$ cat config.mk
export PLATFORM = sky130hd
export DESIGN_NAME = srp_core
export DESIGN_NICKNAME = d
export VERILOG_FILES = /design/src/verilog/srp_pkg.sv /design/src/verilog/srp_core.sv
export SDC_FILE = /design/constraint.sdc
export NUM_CORES = 1
export LEC_CHECK = 0
export CELL_PAD_IN_SITES_DETAIL_PLACEMENT = 0
export CELL_PAD_IN_SITES_GLOBAL_PLACEMENT = 1
export CORE_MARGIN = 5
export CORE_UTILIZATION = 49
export DETAILED_ROUTE_END_ITERATION = 6
export DONT_BUFFER_PORTS = 1
export HOLD_SLACK_MARGIN = 0.12
export PLACE_DENSITY_LB_ADDON = 0.15
export SYNTH_ARGS = -nofsm -noshare
export SYNTH_HDL_FRONTEND = slang
export SYNTH_SLANG_ARGS = --single-unit
$ cat constraint.sdc
create_clock -name core_clk -period 4.5 [get_ports core_clk]
set_clock_uncertainty 0.15 [all_clocks]
set_input_delay 0.45 -clock core_clk [delete_from_list [all_inputs] [get_ports core_clk]]
set_output_delay 0.45 -clock core_clk [all_outputs]
set_load 0.02 [all_outputs]
$ cat src/verilog/srp_pkg.sv
// Package of register map, field layouts and constants for the SPI rate/pin block
package srp_pkg;

	// Register byte addresses
	localparam logic [3:0] ADDR_RATE   = 4'h0;
	localparam logic [3:0] ADDR_CTRL   = 4'h4;
	localparam logic [3:0] ADDR_STATUS = 4'h8;

	// Rate register fields
	localparam int RATE_SEL_LSB = 0;
	localparam int RATE_SEL_W   = 3;
	localparam int PRE_SEL_LSB  = 4;
	localparam int PRE_SEL_W    = 3;
	localparam logic [7:0] RATE_MASK  = 8'h77;
	localparam logic [7:0] RATE_RESET = 8'h00;

	// Control register fields
	localparam int CTRL_MODULE_ON  = 0;
	localparam int CTRL_CTRL_SEL   = 1;
	localparam int CTRL_SINGLE_PIN = 2;
	localparam int CTRL_SHARED_OE  = 3;
	localparam int CTRL_FAULT_EN   = 4;
	localparam int CTRL_SS_OUT_EN  = 5;
	localparam logic [7:0] CTRL_MASK  = 8'h3f;
	localparam logic [7:0] CTRL_RESET = 8'h00;

	// Status register fields (fault flag cleared by writing one)
	localparam int STAT_FAULT  = 0;
	localparam int STAT_ACTIVE = 1;

	// Transfer length and AXI response codes
	localparam logic [3:0] BITS_PER_FRAME = 4'h8;
	localparam logic [1:0] RESP_OKAY   = 2'h0;
	localparam logic [1:0] RESP_SLVERR = 2'h2;

	// Sequencer states
	typedef enum logic [1:0] {SRP_IDLE, SRP_LEAD, SRP_TRAIL} srp_state_t;

endpackage : srp_pkg

$ cat src/verilog/srp_core.sv
// SPI rate generator, pin direction control and mode fault detection
//
// Overview of operation
// - Serial clock is bus clock divided
// - Prescale zero gives divisors two to 256
// - Prescale one doubles the divisors
// - Master rate change aborts transfer to idle
// - Rate register always accessible, reserved ignored
// - Controller select picks master or slave
// - Normal mode: master out MOSI, in MISO
// - Shared pin drives only with drive enable
// - Shared pin both drives and samples data
// - Bidirectional master uses MOSI only
// - Clock pin output as master, input slave
// - Select pin input slave, either as master
// - Clock and select unaffected by bidirectional mode
// - Mode fault is the only error
// - Low select as master sets fault flag unless select is an output
// - Fault detect off ignores select pin
// - Mode fault drops device into slave
// - Faulted bidirectional device uses MISO pin
`timescale 1ns/1ps
module srp_core (
	// Clock and reset
	input  wire logic        core_clk,
	input  wire logic        sys_rst,
	// AXI4-Lite write address and data
	input  wire logic [3:0]  s_axi_awaddr,
	input  wire logic        s_axi_awvalid,
	output logic             s_axi_awready,
	input  wire logic [31:0] s_axi_wdata,
	input  wire logic [3:0]  s_axi_wstrb,
	input  wire logic        s_axi_wvalid,
	output logic             s_axi_wready,
	output logic [1:0]       s_axi_bresp,
	output logic             s_axi_bvalid,
	input  wire logic        s_axi_bready,
	// AXI4-Lite read
	input  wire logic [3:0]  s_axi_araddr,
	input  wire logic        s_axi_arvalid,
	output logic             s_axi_arready,
	output logic [31:0]      s_axi_rdata,
	output logic [1:0]       s_axi_rresp,
	output logic             s_axi_rvalid,
	input  wire logic        s_axi_rready,
	// Transfer start from user logic
	input  wire logic        xfer_start,
	input  wire logic [7:0]  xfer_data,
	// Serial clock pin
	input  wire logic        sck_i,
	output logic             sck_o,
	output logic             sck_oe,
	// Data pins
	input  wire logic        mosi_i,
	output logic             mosi_o,
	output logic             mosi_oe,
	input  wire logic        miso_i,
	output logic             miso_o,
	output logic             miso_oe,
	// Slave select pin
	input  wire logic        ss_n_i,
	output logic             ss_n_o,
	output logic             ss_n_oe,
	// Shift register input and state view
	output logic             serial_in,
	output logic             master_now
);

	// Divisor from prescale and rate fields
	function automatic logic [11:0] rate_divisor(input logic [7:0] r);
		logic [2:0] pre;
		logic [2:0] sel;
		pre = r[srp_pkg::PRE_SEL_LSB +: srp_pkg::PRE_SEL_W];
		sel = r[srp_pkg::RATE_SEL_LSB +: srp_pkg::RATE_SEL_W];
		rate_divisor = 12'({1'b0, pre} + 4'h1) << (4'(sel) + 4'h1);
	endfunction : rate_divisor

	logic [7:0]  rate_reg;
	logic [7:0]  ctrl_reg;
	logic        fault_flag;
	logic [1:0]  mosi_s, miso_s, sck_s, ss_s;
	logic        aw_got, w_got;
	logic [3:0]  aw_addr;
	logic [31:0] w_data;
	logic [3:0]  w_strb;
	srp_pkg::srp_state_t state;
	logic [11:0] div_cnt;
	logic [3:0]  bit_cnt;
	logic [7:0]  shreg;
	logic        sck_gen;

	wire logic module_on   = ctrl_reg[srp_pkg::CTRL_MODULE_ON];
	wire logic single_pin  = ctrl_reg[srp_pkg::CTRL_SINGLE_PIN];
	wire logic shared_oe   = ctrl_reg[srp_pkg::CTRL_SHARED_OE];
	wire logic fault_en    = ctrl_reg[srp_pkg::CTRL_FAULT_EN];
	wire logic ss_out_en   = ctrl_reg[srp_pkg::CTRL_SS_OUT_EN];
	// Master only while enabled, selected and not knocked out by a fault
	wire logic is_master   = module_on & ctrl_reg[srp_pkg::CTRL_CTRL_SEL];
	wire logic do_write    = aw_got & w_got & ~s_axi_bvalid;
	wire logic [11:0] half = rate_divisor(rate_reg) >> 1;

	// Second stage of the MOSI, MISO and select synchronisers, only stage logic reads
	wire logic mosi_q = mosi_s[1];
	wire logic miso_q = miso_s[1];
	wire logic ss_q   = ss_s[1];

	// Fault: select pin low while master with detection on and select output off
	wire logic fault_ev = is_master & fault_en & ~ss_out_en & ~ss_q;

	// Rate write that changes a field while master
	wire logic rate_wr = do_write && aw_addr == srp_pkg::ADDR_RATE && w_strb[0];
	wire logic rate_chg = rate_wr && is_master &&
		((w_data[7:0] & srp_pkg::RATE_MASK) != rate_reg);

	// Two-flop synchronisers for all pin inputs
	always_ff @(posedge core_clk or posedge sys_rst)
	begin
		if (sys_rst)
		begin
			mosi_s <= 2'h0;
			miso_s <= 2'h0;
			sck_s  <= 2'h0;
			ss_s   <= 2'h3; // Idle high, so no false fault after reset
		end
		else
		begin
			mosi_s <= {mosi_s[0], mosi_i};
			miso_s <= {miso_s[0], miso_i};
			sck_s  <= {sck_s[0], sck_i};
			ss_s   <= {ss_s[0], ss_n_i};
		end
	end

	// AXI write channel: address and data taken in either order
	always_ff @(posedge core_clk or posedge sys_rst)
	begin
		if (sys_rst)
		begin
			aw_got <= 1'b0;
			w_got  <= 1'b0;
			aw_addr <= 4'h0;
			w_data <= 32'h0;
			w_strb <= 4'h0;
			s_axi_awready <= 1'b0;
			s_axi_wready <= 1'b0;
			s_axi_bvalid <= 1'b0;
			s_axi_bresp <= srp_pkg::RESP_OKAY;
		end
		else
		begin
			s_axi_awready <= ~aw_got & ~s_axi_awready;
			s_axi_wready  <= ~w_got & ~s_axi_wready;
			if (s_axi_awvalid & s_axi_awready)
			begin
				aw_got  <= 1'b1;
				aw_addr <= s_axi_awaddr;
				s_axi_awready <= 1'b0;
			end
			if (s_axi_wvalid & s_axi_wready)
			begin
				w_got  <= 1'b1;
				w_data <= s_axi_wdata;
				w_strb <= s_axi_wstrb;
				s_axi_wready <= 1'b0;
			end
			if (do_write)
			begin
				s_axi_bvalid <= 1'b1;
				s_axi_bresp <= (aw_addr == srp_pkg::ADDR_RATE ||
					aw_addr == srp_pkg::ADDR_CTRL ||
					aw_addr == srp_pkg::ADDR_STATUS) ?
					srp_pkg::RESP_OKAY : srp_pkg::RESP_SLVERR;
			end
			if (s_axi_bvalid & s_axi_bready)
			begin
				s_axi_bvalid <= 1'b0;
				aw_got <= 1'b0;
				w_got  <= 1'b0;
			end
		end
	end

	// Rate register: any time, reserved bits dropped
	always_ff @(posedge core_clk or posedge sys_rst)
	begin
		if (sys_rst)
			rate_reg <= srp_pkg::RATE_RESET;
		else if (rate_wr)
			rate_reg <= w_data[7:0] & srp_pkg::RATE_MASK;
	end

	// Control register; a fault clears master select
	always_ff @(posedge core_clk or posedge sys_rst)
	begin
		if (sys_rst)
			ctrl_reg <= srp_pkg::CTRL_RESET;
		else
		begin
			if (do_write && aw_addr == srp_pkg::ADDR_CTRL && w_strb[0])
				ctrl_reg <= w_data[7:0] & srp_pkg::CTRL_MASK;
			if (fault_ev)
				ctrl_reg[srp_pkg::CTRL_CTRL_SEL] <= 1'b0;
		end
	end

	// Fault flag: set wins over write-one clear; held clear when disabled
	always_ff @(posedge core_clk or posedge sys_rst)
	begin
		if (sys_rst)
			fault_flag <= 1'b0;
		else if (fault_ev)
			fault_flag <= 1'b1;
		else if (~fault_en)
			fault_flag <= 1'b0;
		else if (do_write && aw_addr == srp_pkg::ADDR_STATUS &&
			w_strb[0] && w_data[srp_pkg::STAT_FAULT])
			fault_flag <= 1'b0;
	end

	// AXI read channel
	always_ff @(posedge core_clk or posedge sys_rst)
	begin
		if (sys_rst)
		begin
			s_axi_arready <= 1'b0;
			s_axi_rvalid <= 1'b0;
			s_axi_rdata <= 32'h0;
			s_axi_rresp <= srp_pkg::RESP_OKAY;
		end
		else
		begin
			s_axi_arready <= ~s_axi_rvalid & ~s_axi_arready;
			if (s_axi_arvalid & s_axi_arready)
			begin
				s_axi_arready <= 1'b0;
				s_axi_rvalid <= 1'b1;
				s_axi_rresp <= srp_pkg::RESP_OKAY;
				case (s_axi_araddr)
					srp_pkg::ADDR_RATE:   s_axi_rdata <= {24'h0, rate_reg};
					srp_pkg::ADDR_CTRL:   s_axi_rdata <= {24'h0, ctrl_reg};
					srp_pkg::ADDR_STATUS: s_axi_rdata <= {30'h0,
						state != srp_pkg::SRP_IDLE, fault_flag};
					default:
					begin
						s_axi_rdata <= 32'h0;
						s_axi_rresp <= srp_pkg::RESP_SLVERR;
					end
				endcase
			end
			if (s_axi_rvalid & s_axi_rready)
				s_axi_rvalid <= 1'b0;
		end
	end

	// Master bit sequencer; abort and fault both return it to idle
	always_ff @(posedge core_clk or posedge sys_rst)
	begin
		if (sys_rst)
		begin
			state <= srp_pkg::SRP_IDLE;
			div_cnt <= 12'h0;
			bit_cnt <= 4'h0;
			shreg <= 8'h0;
			sck_gen <= 1'b0;
		end
		else if (rate_chg | fault_ev | ~is_master)
		begin
			state <= srp_pkg::SRP_IDLE;
			div_cnt <= 12'h0;
			bit_cnt <= 4'h0;
			sck_gen <= 1'b0;
		end
		else
		begin
			case (state)
				srp_pkg::SRP_IDLE:
					if (xfer_start)
					begin
						shreg <= xfer_data;
						bit_cnt <= 4'h0;
						div_cnt <= 12'h0;
						state <= srp_pkg::SRP_LEAD;
					end
				srp_pkg::SRP_LEAD:
					if (div_cnt == half - 12'h1)
					begin
						div_cnt <= 12'h0;
						sck_gen <= 1'b1;
						state <= srp_pkg::SRP_TRAIL;
					end
					else
						div_cnt <= div_cnt + 12'h1;
				srp_pkg::SRP_TRAIL:
					if (div_cnt == half - 12'h1)
					begin
						div_cnt <= 12'h0;
						sck_gen <= 1'b0;
						shreg <= {shreg[6:0], serial_in};
						bit_cnt <= bit_cnt + 4'h1;
						state <= (bit_cnt == srp_pkg::BITS_PER_FRAME - 4'h1) ?
							srp_pkg::SRP_IDLE : srp_pkg::SRP_LEAD;
					end
					else
						div_cnt <= div_cnt + 12'h1;
				default: state <= srp_pkg::SRP_IDLE;
			endcase
		end
	end

	// Pin directions and shift input, all registered
	always_ff @(posedge core_clk or posedge sys_rst)
	begin
		if (sys_rst)
		begin
			sck_o <= 1'b0;
			sck_oe <= 1'b0;
			mosi_o <= 1'b0;
			mosi_oe <= 1'b0;
			miso_o <= 1'b0;
			miso_oe <= 1'b0;
			ss_n_o <= 1'b1;
			ss_n_oe <= 1'b0;
			serial_in <= 1'b0;
			master_now <= 1'b0;
		end
		else
		begin
			master_now <= is_master;
			sck_o <= sck_gen;
			sck_oe <= is_master;
			ss_n_o <= state == srp_pkg::SRP_IDLE;
			ss_n_oe <= is_master & ss_out_en;
			mosi_o <= shreg[7];
			miso_o <= shreg[7];
			if (~module_on)
			begin
				mosi_oe <= 1'b0;
				miso_oe <= 1'b0;
				serial_in <= 1'b0;
			end
			else if (~single_pin)
			begin
				mosi_oe <= is_master;
				miso_oe <= ~is_master;
				serial_in <= is_master ? miso_q : mosi_q;
			end
			else
			begin
				// One shared pin per role: MOSI master, MISO slave
				mosi_oe <= is_master & shared_oe;
				miso_oe <= ~is_master & shared_oe;
				serial_in <= is_master ? mosi_q : miso_q;
			end
		end
	end

	// Checks on the logic above
	property p_fault_set;
		@(posedge core_clk) disable iff (sys_rst)
		fault_ev |=> fault_flag && !is_master;
	endproperty
	a_fault_set: assert property (p_fault_set) else $error("fault flag not set");

	property p_fault_off;
		@(posedge core_clk) disable iff (sys_rst)
		!fault_en |=> !fault_flag;
	endproperty
	a_fault_off: assert property (p_fault_off) else $error("flag set while off");

	property p_to_slave;
		@(posedge core_clk) disable iff (sys_rst)
		fault_ev |=> !is_master ##1 !sck_oe;
	endproperty
	a_to_slave: assert property (p_to_slave) else $error("no slave switch");

	property p_abort;
		@(posedge core_clk) disable iff (sys_rst)
		rate_chg |=> state == srp_pkg::SRP_IDLE && bit_cnt == 4'h0;
	endproperty
	a_abort: assert property (p_abort) else $error("rate change no abort");

	property p_sck_dir;
		@(posedge core_clk) disable iff (sys_rst)
		1 |=> sck_oe == $past(is_master);
	endproperty
	a_sck_dir: assert property (p_sck_dir) else $error("sck direction");

	property p_bidir_pin;
		@(posedge core_clk) disable iff (sys_rst)
		module_on && single_pin && is_master |=> !miso_oe;
	endproperty
	a_bidir_pin: assert property (p_bidir_pin) else $error("miso used");

	property p_shared_oe;
		@(posedge core_clk) disable iff (sys_rst)
		module_on && single_pin && !shared_oe |=> !mosi_oe && !miso_oe;
	endproperty
	a_shared_oe: assert property (p_shared_oe) else $error("pin driven");

	property p_normal;
		@(posedge core_clk) disable iff (sys_rst)
		module_on && !single_pin |=> mosi_oe == $past(is_master);
	endproperty
	a_normal: assert property (p_normal) else $error("mosi direction");

	property p_rate_rw;
		@(posedge core_clk) disable iff (sys_rst)
		rate_wr |=> rate_reg == ($past(w_data[7:0]) & srp_pkg::RATE_MASK);
	endproperty
	a_rate_rw: assert property (p_rate_rw) else $error("rate write lost");

	c_xfer: cover property (@(posedge core_clk) state == srp_pkg::SRP_TRAIL
		&& bit_cnt == 4'h7);
	c_fault: cover property (@(posedge core_clk) fault_ev);
	c_abort: cover property (@(posedge core_clk) rate_chg
		&& state != srp_pkg::SRP_IDLE);

endmodule : srp_core

== Word level (Yosys, flattened, before mapping) ==
Index checks and enable logic that the tools add are counted.

* Register bits: 109
* Bits in latches: 0
* RAM bits: 0
* Output and inout port bits: 51
* Memories: 0
* Word-level logic and storage cells: 163
* ROM bits: 0

* Bitwise logic cells: 30
* Shift-type cells: 1
* Div/mod/pow operators: 0
* Multiplexer cells: 48
* Add/sub/neg operators: 5
* Equal/unequal tests: 15
* Reductions and logical operators: 31
* $mul: 0
* $lt $le $gt $ge: 0

{| class="wikitable"
|+ Operator list
! cell !! count
|-
| $mux W12 || 3
|-
| $mux W1 || 27
|-
| $pmux W12 S2 || 1
|-
| $pmux W7 S3 || 1
|-
| $and A1 B1 Y1 || 17
|-
| $mux W8 || 2
|-
| $pmux W8 S2 || 1
|-
| $mux W2 || 7
|-
| $reduce_bool A2 Y1 || 7
|-
| $add A12 B1 Y12 const B || 1
|-
| $eq A12 B12 Y1 || 1
|-
| $eq A4 B3 Y1 const B || 3
|-
| $mux W4 || 3
|-
| $shl A4 B4 Y12 || 1
|-
| $sub A11 B1 Y12 const B || 1
|-
| $not A1 Y1 || 11
|-
| $logic_and A1 B1 Y1 || 9
|-
| $ne A3 B3 Y1 const B || 3
|-
| $reduce_and A3 Y1 || 3
|-
| $reduce_bool A3 Y1 || 3
|-
| $add A3 B1 Y4 const B || 2
|-
| $eq A4 B4 Y1 const B || 2
|-
| $logic_not A4 Y1 || 2
|-
| $pmux W4 S2 || 1
|-
| 15 further kinds || 18
|}

== Depth between registers and ports, before layout ==
Gate-level depths: netlist of the first run.

* Word-level depth: 10
* Gate-level depth with buffers: 17
* Gate-level depth less buffers: 14

== Worst setup path before layout of the first run ==
Ideal clock, no wire load.

* Path type: register to register
* From: register rate_reg[1]
* To: register shreg[0]
* Clock period less this slack: 3.949 ns
* Setup time: 0.123 ns
* Data required time: 4.227 ns
* Setup slack: 0.551 ns
* Arrival: 3.676 ns
* Buffers on the path: 3
* Stages on the path, launching flop included: 17
* Cells stage by stage: dfrtp_1 > ha_1 > buf_2 > buf_2 > a31oi_1 > o21ai_1 > nand2_1 > ha_1 > o31ai_4 > or3_4 > xnor2_1 > a2bb2oi_1 > or2_0 > or4b_1 > or3_1 > buf_2 > o221a_1

* Longest elaborated chain between the ends: 6
* Elaborated cells on any way between the ends: 11
* Classes of those cells: 2 x add/sub; 3 x eq/ne; 1 x shift; 3 x bitwise; 2 x reduce/logical

{| class="wikitable"
|+ RTL lines
! item !! line !! source
|-
| start, declared || srp_core.sv:78 || <nowiki>logic [7:0] rate_reg;</nowiki>
|-
| start signal, assigned || srp_core.sv:187 || <nowiki>rate_reg <= srp_pkg::RATE_RESET;</nowiki>
|-
| start signal, assigned || srp_core.sv:189 || <nowiki>rate_reg <= w_data[7:0] & srp_pkg::RATE_MASK;</nowiki>
|-
| $add A3 B1 Y4 / $ne A6 B6 Y1 (equally long branches) || srp_core.sv:75, srp_core.sv:113 ||
|-
| $shl A4 B4 Y12 / $logic_and A1 B1 Y1 (equally long branches) || srp_core.sv:75, srp_core.sv:112 ||
|-
| $sub A11 B1 Y12 / $or A1 B1 Y1 (equally long branches) || srp_core.sv:294, srp_core.sv:266 ||
|-
| $eq A12 B12 Y1 / $or A1 B1 Y1 (equally long branches) || srp_core.sv:294, srp_core.sv:266 ||
|-
| $ne A2 B2 Y1 (no line) / $not A1 Y1 (equally long branches) || -- ||
|-
| $reduce_and A4 Y1 (no line) * || -- ||
|-
| end signal, assigned || srp_core.sv:279 || <nowiki>shreg <= xfer_data;</nowiki>
|-
| end signal, assigned || srp_core.sv:298 || <nowiki>shreg <= {shreg[6:0], serial_in};</nowiki>
|-
| end, declared || srp_core.sv:89 || <nowiki>logic [7:0] shreg;</nowiki>
|}

Mark *: on every way between the ends. The rest lies on a longest branch, timed or not.
A chain may end at the register's enable or synchronous reset.

== Worst setup path after layout of the first run ==
* From: register rate_reg[1]
* To: register shreg[6]

Same word-level chain as after synthesis.

==> flow_metrics.tcl, run 1 <==
set metrics [dict create \
    status "finished clean" \
    grt_pass1_wl_um 17700 \
    overflow 0 \
    power_density_nw_per_um2 553.1 \
    ant_nets 0 \
    worst_skew_pair.late_latency_ps 360 \
    final_cell_count_no_fill 648 \
    regMostFlops "div_cnt" \
    numPortBuffers 0 \
    p_leak_nw 2.301 \
    hold_ws_ps 149.0 \
    synth-edff-count 0 \
    start_util_pct 50.32 \
    synth_cells 496 \
    hp-class "primary input to flop" \
    peakVddDrop_mv 0.3983 \
    die-area_sq_um 12140 \
    timing.fmax_ghz 0.2380 \
    cp.required_ps 4600 \
    cts_tree "yes" \
    yosysTopAreaCellShare_pct 40.19 \
    hold_viol 0 \
    synth_cell_types 75 \
    worstSetupEndpointType "flop" \
    nFillCells 913 \
    antenna_found_initial 0 \
    slowest_delay_ps 580 \
    routedWlPerCell_um 16.78 \
    post-route-min-period_ps 4203 \
    final_util_pct 54.05 \
    crit_type "flop to flop" \
    die_y_um 110.2 \
    cpLargestDelayFamily "simple AND/OR/NAND/NOR gates" \
    cts_inserted_buffers 9 \
    coreArea_sq_um 9774 \
    final_net_count 584 \
    cts.sinks 82 \
    maxCapViolCount 0 \
    final_common_cell "dfrtp_1" \
    cts_buffer_depth 2 \
    num_io_pins 115 \
    largest_register_ffs 12 \
    mostFrequentLayoutCells "dfrtp_1, nand2_1, conb_1, nor2_1" \
    grt_use_total_pct 18.77 \
    cts_root_buffer "clkbuf_8" \
    setup.worst_path.start_class "flop" \
    die_w_um 110.2 \
    yosysTopAreaCell "dfrtp_1" \
    post-route-period-util_pct 93.39 \
    vias 3652 \
    grt_start_max_net_pins 47 \
    setup_violations 0 \
    grt_pass1_vias 3589 \
    critPathArrivalTime_ps 4300 \
    row_count 36 \
    drt_iter0_drc 170 \
    syn_to_final_growth_pct 7.403 \
    synthesis.area_sq_um 4918 \
    layout-drive-gt1-share_pct 13.59 \
    synth_flop_cell "dfrtp_1" \
    via_per_inst 5.636 \
    yosys_warnings 0 \
    clkTransAtPathRegs_ps 90 \
    relSlewSlack_pct 36.34 \
    power_frac_seq_pct 39.6 \
    yosysSeqAreaShare_pct 41.80 \
    worstMarginPinSlew_ps 947.5 \
    crit_fanout 12 \
    synth_area_leaders "dfrtp_1, mux2_2, buf_4" \
    critPathBufInv 0 \
    avgSynthCellArea_sq_um 9.916 \
    p_clk_share_pct 17.1 \
    diodes 0 \
    place_area_sq_um 4887 \
    p_sw_mw 1.228 \
    p_total_mw 2.922 \
    r2r_setup_slack_ps 300 \
    cts_htree_levels 3 \
    fin_ws_ps 297.5 \
    crit_chain "ha_2 > nor3b_1 > a31oi_1 > o21ai_1 > nand2_1 > ha_1 > o31ai_4 > or3_4 > xnor2_1 > a2bb2oi_1 > or2_0 > or4b_1 > or3_1 > o221a_1" \
    drv_slew 0 \
    totalWireLength_um 10880 \
    fin_area_sq_um 5283 \
    p_sw_share_pct 42.02 \
    rsz0062_at_grt "false" \
    crit_path_top_delay_cell "or4b_1" \
    dr.pass1.iters 4 \
    yosys_register_bits 82 \
    intPower_mw 1.694 \
    place.gp.congestion 0.8041 \
    async_reset_ff_share_pct 100.0 \
    tns_ps 0 \
    p_comb_share_pct 43.3 \
    place_inst 611 \
    drc_errors 0 \
    post-place-ws_ps 268.6 \
    top_regs "div_cnt (12), shreg (8)" \
    hpwl_um 8057 \
]
[power groups by stage]
stage	clock network, mW	registers, mW	logic (mW)
after global routing	0.546	1.19	1.41
after floorplan	0	1.10	1.06
after detailed placement	0	1.17	1.23
final	0.499	1.16	1.27
after CTS	0.520	1.16	1.26
after global placement	0	1.17	1.21
[final cells by class]
type | count | area [sq um] | share of cell area [%]
Clock buffer | 10 | 127.6 | 2.416
Clock inverter | 6 | 50.05 | 0.9474
Inverter | 16 | 61.31 | 1.161
Multi-Input combinational cell | 372 | 2551 | 48.29
Sequential cell | 82 | 2056 | 38.92
Tap cell | 133 | 166.4 | 3.150
Timing Repair Buffer | 29 | 270.3 | 5.116
[synth_stat cells, types with 5 or more instances]
cell type,instances
a21oi_1,13
buf_6,5
nor3_1,10
dfrtp_1,79
clkbuf_1,8
buf_2,5
a21o_1,6
buf_4,31
nand4_1,6
mux2_2,23
nand3b_1,8
nand3_1,20
nor2_1,25
nor2b_1,7
ha_1,10
o21ai_0,23
a31oi_1,19
xnor2_1,8
a21boi_0,5
o221a_1,7
mux2i_1,9
xor2_1,7
and3_1,12
inv_1,15
nand2_1,35
nand2b_1,11
[routing by layer]
layer / track usage [%] / part of all wire [%] / up-vias
met3: 5.591 / 5.0 / 19
li1: - / - / 1784
met1: 23.97 / 45 / 1776
met2: 30.29 / 48 / 73
met5: 0 / 0 / -
met4: 6.684 / 2.1 / 0
[final timing paths]
path                                          from                          to  cells past startpoint
hold reg to reg                mosi_s[0]$_DFF_PP0_         mosi_s[1]$_DFF_PP0_                      0
hold / removal                     s_axi_araddr[2]  s_axi_rdata[2]$_DFFE_PP0P_                      2
min in group asynchronous                  sys_rst     s_axi_arready$_DFF_PP0_                      2
setup reg to reg           rate_reg[1]$_DFFE_PP0P_        shreg[6]$_DFFE_PP0P_                     14
max in group asynchronous                  sys_rst           ss_s[1]$_DFF_PP1_                      3
setup / recovery           rate_reg[1]$_DFFE_PP0P_        shreg[6]$_DFFE_PP0P_                     14
[cells by family (layout without fill, tap and decap cells)]
| family | after synthesis | count (layout) | synth area share (%) |
|---|---|---|---|
| AO/OA/AOI/OAI | 116 | 116 | 16.84 |
| XOR/XNOR | 16 | 16 | 3.002 |
| adder cells (fa/ha/maj) | 10 | 10 | 2.544 |
| buffers and inverters | 68 | 61 | 8.471 |
| flip-flops | 82 | 82 | 41.80 |
| multiplexers | 32 | 32 | 7.098 |
| other | 1 | 27 | 0.07624 |
| AND/OR/NAND/NOR | 171 | 171 | 20.17 |
[what timing repair did]
action / 4_1_cts / 5_1_grt
hold buffers: 21 / 0
resized for setup: 0 / 2
setup buffers: 0 / 0
endpoints found under the setup margin: 0 / 7
hold endpoints to repair: 55 / 0
No activity file was read; power rests on OpenSTA's default activity.
==> inputs of run 2 (changes only) <==
- CORE_UTILIZATION: 49 -> 53
- clock period: 4.5 -> 5.1 ns (I/O delays scaled with it)
==> flow_metrics.tcl, run 2 (synthesis gave the netlist of run 1 again) <==
set metrics [dict create \
    layout-drive-gt1-share_pct 13.35 \
    num_io_pins 115 \
    cts_root_buffer "clkbuf_8" \
    nFillCells 847 \
    hold_viol 0 \
    rsz0062_at_grt "false" \
    cts_inserted_buffers 9 \
    grt_start_max_net_pins 46 \
    coreArea_sq_um 9153 \
    drv_slew 0 \
    rr_worst_depth 12 \
    cp.required_ps 5190 \
    overflow 0 \
    top_regs "div_cnt (12), shreg (8)" \
    critPathArrivalTime_ps 4510 \
    hpwl_um 7832 \
    via_per_inst 5.827 \
    hold_depth 1 \
    die_y_um 106.3 \
    row_count 35 \
    largest_register_ffs 12 \
    worstMarginPinSlew_ps 1001 \
    holdBufCountCts 6 \
    final_net_count 571 \
    clkTransAtPathRegs_ps 100 \
    cts.sinks 82 \
    drc_errors 0 \
    dr.pass1.iters 4 \
    cts_resized 0 \
    p_total_mw 2.615 \
    setup.worst_path.start_class "flop" \
    grt_pass1_wl_um 17600 \
    diodes 0 \
    maxCapViolCount 0 \
    grt_use_total_pct 19.36 \
    relSlewSlack_pct 32.75 \
    vias 3572 \
    numPortBuffers 0 \
    cts_htree_levels 3 \
    timing.fmax_ghz 0.2266 \
    p_leak_nw 2.262 \
    post-route-min-period_ps 4413 \
    post-place-ws_ps 718.1 \
    crit_start "rate_reg[4]$_DFFE_PP0P_" \
    antenna_found_initial 0 \
    drt_iter0_drc 225 \
    final_util_pct 56.30 \
    crit_type "flop to flop" \
    worst_skew_pair.late_latency_ps 360 \
    cts_setup_buffers 0 \
    ant_nets 0 \
    r2r-start "rate_reg[4]$_DFFE_PP0P_" \
    mostFrequentLayoutCells "dfrtp_1, nand2_1, conb_1, nor2_1" \
    syn_to_final_growth_pct 4.757 \
    routedWlPerCell_um 17.14 \
    die_w_um 106.3 \
    fin_ws_ps 686.7 \
    holdPathEnd "w_strb[0]$_DFFE_PP0P_" \
    grt_pass1_vias 3478 \
    setup_violations 0 \
    final_common_cell "dfrtp_1" \
    die-area_sq_um 11310 \
    peakVddDrop_mv 0.3506 \
    power_density_nw_per_um2 507.5 \
    totalWireLength_um 10510 \
    status "finished clean" \
    rr_endpoint "shreg[0]$_DFFE_PP0P_" \
    hp-class "primary input to flop" \
    min_from "s_axi_wstrb[0]" \
    tns_ps 0 \
    place.gp.congestion 0.8687 \
    cts_tree "yes" \
    regMostFlops "div_cnt" \
    worstSetupEndpointType "flop" \
    cts_buffer_depth 2 \
    hold_ws_ps 144.1 \
    r2r_setup_slack_ps 690 \
    post-route-period-util_pct 86.54 \
    crit_fanout 11 \
    start_util_pct 53.74 \
]
==> run 2: worst max path at each step <==
stage	to	slack [ps]	cells past startpoint
floorplan	shreg[0]$_DFFE_PP0P_	1150	16
global placement	shreg[0]$_DFFE_PP0P_	750	12
detailed placement	shreg[0]$_DFFE_PP0P_	720	12
CTS	shreg[0]$_DFFE_PP0P_	700	12
global route	shreg[6]$_DFFE_PP0P_	400	12
finish	shreg[0]$_DFFE_PP0P_	690	12
==> run 2: where the power goes <==
| group | switching, mW | internal, mW | total [mW] |
|---|---|---|---|
| logic | 0.595 | 0.483 | 1.08 |
| clock network | 0.265 | 0.237 | 0.502 |
| registers | 0.229 | 0.806 | 1.04 |
==> run 2: per-stage QoR <==
step / cell area, sq um / std cells
CTS: 5112 / 609
floorplan: 5016 / 522
global placement: 4845 / 587
finish: 5152 / 613
detailed placement: 4845 / 587
global route: 5152 / 613
==> run 2: layout make-up <==
| cell class | instances | area (sq um) | area share [%] |
|---|---|---|---|
| clock buffer | 9 | 123.9 | 2.404 |
| tap | 111 | 138.9 | 2.695 |
| clock inverter | 7 | 83.83 | 1.627 |
| sequential | 82 | 2056 | 39.90 |
| inverter | 16 | 61.31 | 1.190 |
| timing repair buffer | 16 | 145.1 | 2.817 |
| multi-input combinational | 372 | 2544 | 49.37 |
==> run 2: per-layer routing <==
layer  vias to the layer above  wire length [um]  track usage [%]
li1                       1761                 -                -
met1                      1740              4819            25.99
met2                        62              5143            31.36
met3                         9               461            5.222
met4                         0                83            4.348
met5                         -                 0                0
==> run 2: critical path, stage by stage, from the launching register on <==
cell	delay, ps
dfrtp_1	550
ha_1	410
and2b_1	240
nor3_1	340
nand2_1	170
ha_1	290
o21ai_0	180
o221ai_1	130
mux2_2	310
or2_0	200
or4b_1	580
or3_1	470
o221a_1	280
==> inputs of run 3 (changes only) <==
- CORE_ASPECT_RATIO: not set -> 0.5
==> flow_metrics.tcl, run 3 (synthesis gave the netlist of run 1 again) <==
set metrics [dict create \
    crit_path_top_delay_cell "or4b_1" \
    worst_skew_pair.late_latency_ps 340 \
    dr.pass1.iters 5 \
    numPortBuffers 0 \
    cts_tree "yes" \
    ant_nets 0 \
    drt_iter0_drc 147 \
    routedWlPerCell_um 17.74 \
    cts_buffer_depth 2 \
    crit_chain "ha_1 > nor3b_1 > a31oi_1 > o21ai_1 > nand2_1 > ha_1 > o31ai_4 > or3_4 > xnor2_1 > a2bb2oi_1 > or2_0 > or4b_1 > or3_1 > o221a_1" \
    critPathArrivalTime_ps 4410 \
    drc_errors 0 \
    vias 3682 \
    die_w_um 146.2 \
    place.gp.congestion 0.8724 \
    totalWireLength_um 10890 \
    regMostFlops "div_cnt" \
    power_density_nw_per_um2 546.8 \
    final_net_count 566 \
    via_per_inst 5.997 \
    grt_pass1_vias 3602 \
    tns_ps 0 \
    maxCapViolCount 0 \
    hold_viol 0 \
    p_total_mw 2.869 \
    overflow 0 \
    r2r-start "rate_reg[4]$_DFFE_PP0P_" \
    mostFrequentLayoutCells "dfrtp_1, nand2_1, conb_1, nor2_1" \
    fin_ws_ps 746.7 \
    min_from "s_axi_wdata[6]" \
    status "finished clean" \
    post-place-ws_ps 782.5 \
    fin_area_sq_um 5246 \
    cp.required_ps 5160 \
    cts.sinks 82 \
    start_util_pct 55.34 \
    clkTransAtPathRegs_ps 70 \
    cts_inserted_buffers 9 \
    cts_root_buffer "clkbuf_16" \
    diodes 0 \
    antenna_found_initial 0 \
    grt_start_max_net_pins 83 \
    hp-class "primary input to flop" \
    place_area_sq_um 4852 \
    largest_register_ffs 12 \
    top_regs "div_cnt (12), shreg (8)" \
    die-area_sq_um 11420 \
    relSlewSlack_pct 32.50 \
    post-route-min-period_ps 4353 \
    cp_common_cell "ha_1" \
    row_count 24 \
    crit_type "flop to flop" \
    coreArea_sq_um 8889 \
    timing.fmax_ghz 0.2297 \
    worstSetupEndpointType "flop" \
    worstMarginPinSlew_ps 1013 \
    crit_start "rate_reg[4]$_DFFE_PP0P_" \
    crit_fanout 11 \
    final_util_pct 59.02 \
    num_io_pins 115 \
    p_leak_nw 2.302 \
    final_common_cell "dfrtp_1" \
    post-route-period-util_pct 85.36 \
    drv_slew 0 \
    rsz0062_at_grt "false" \
    layout-drive-gt1-share_pct 13.28 \
    nFillCells 741 \
    grt_use_total_pct 19.26 \
    peakVddDrop_mv 0.2969 \
    setup_violations 0 \
    hpwl_um 8005 \
    setup.worst_path.start_class "flop" \
    die_y_um 78.12 \
    grt_pass1_wl_um 18350 \
    syn_to_final_growth_pct 6.665 \
    cts_htree_levels 3 \
    slowest_delay_ps 550 \
]
[run 3: changes by cell type in the layout (fill, tap and decap cells not counted)]
cell | previous run | this run
inv_6 | 2 | 0
dlygate4sd3_1 | 10 | 5
clkbuf_1 | 0 | 1
inv_8 | 2 | 1
clkbuf_8 | 9 | 0
bufinv_16 | 1 | 3
clkbuf_16 | 0 | 9
[run 3: path summary, 6_finish.rpt]
check | end | slack, ps | cells past startpoint
hold / removal | w_data[6]$_DFFE_PP0P_ | 170 | 1
max in group asynchronous | miso_o$_DFF_PP0_ | 3940 | 2
hold reg to reg | mosi_s[1]$_DFF_PP0_ | 200 | 0
min in group asynchronous | rate_reg[4]$_DFFE_PP0P_ | 230 | 2
setup / recovery | shreg[3]$_DFFE_PP0P_ | 750 | 14
setup reg to reg | shreg[3]$_DFFE_PP0P_ | 750 | 14
[run 3: area by class of cell]
class	count	area, sq um	share of cell area [%]
Sequential cell	82	2056	39.18
Timing Repair Buffer	11	95.09	1.813
Clock buffer	10	229.0	4.364
Clock inverter	6	115.1	2.194
Inverter	16	61.31	1.169
Multi-Input combinational cell	372	2544	48.49
Tap cell	117	146.4	2.790
[run 3: what timing repair did]
| action | in CTS | in global routing |
|---|---|---|
| endpoints found under the setup margin | 0 | 0 |
| hold endpoints to repair | 7 | 0 |
| hold buffers | 5 | 0 |
| resized for setup | 0 | 0 |
| setup buffers | 0 | 0 |
[run 3: per-stage QoR]
stage | cells | hold slack, ps
after floorplan | 522 | 181.2
after global placement | 593 | 185.4
after detailed placement | 593 | 190.3
after CTS | 614 | 161.9
after global routing | 614 | 149.4
final | 614 | 168.8
[run 3: per-layer routing]
| metal | wire length [um] | vias to the layer above | share of wire [%] | GRT usage [%] |
|---|---|---|---|---|
| li1 | - | 1749 | - | - |
| met1 | 5118 | 1816 | 47 | 25.78 |
| met2 | 5056 | 109 | 46 | 32.04 |
| met3 | 647 | 8 | 5.9 | 5.236 |
| met4 | 72 | 0 | 0.66 | 3.752 |
| met5 | 0 | - | 0 | 0 |
[run 3: report_power, final]
group	total, mW	internal [mW]	switching (mW)
Sequential	1.03	0.807	0.227
Clock	0.747	0.482	0.265
Combinational	1.09	0.480	0.607
Total	2.87	1.77	1.10
[run 3: worst max-delay path, delay by kind of cell (launching register included)]
| kind | cells | cell delay (ps) |
|---|---|---|
| compound gates | 5 | 830 |
| xor+xnor | 1 | 160 |
| fa+ha+maj | 2 | 660 |
| flops | 1 | 530 |
| simple gates | 6 | 1890 |
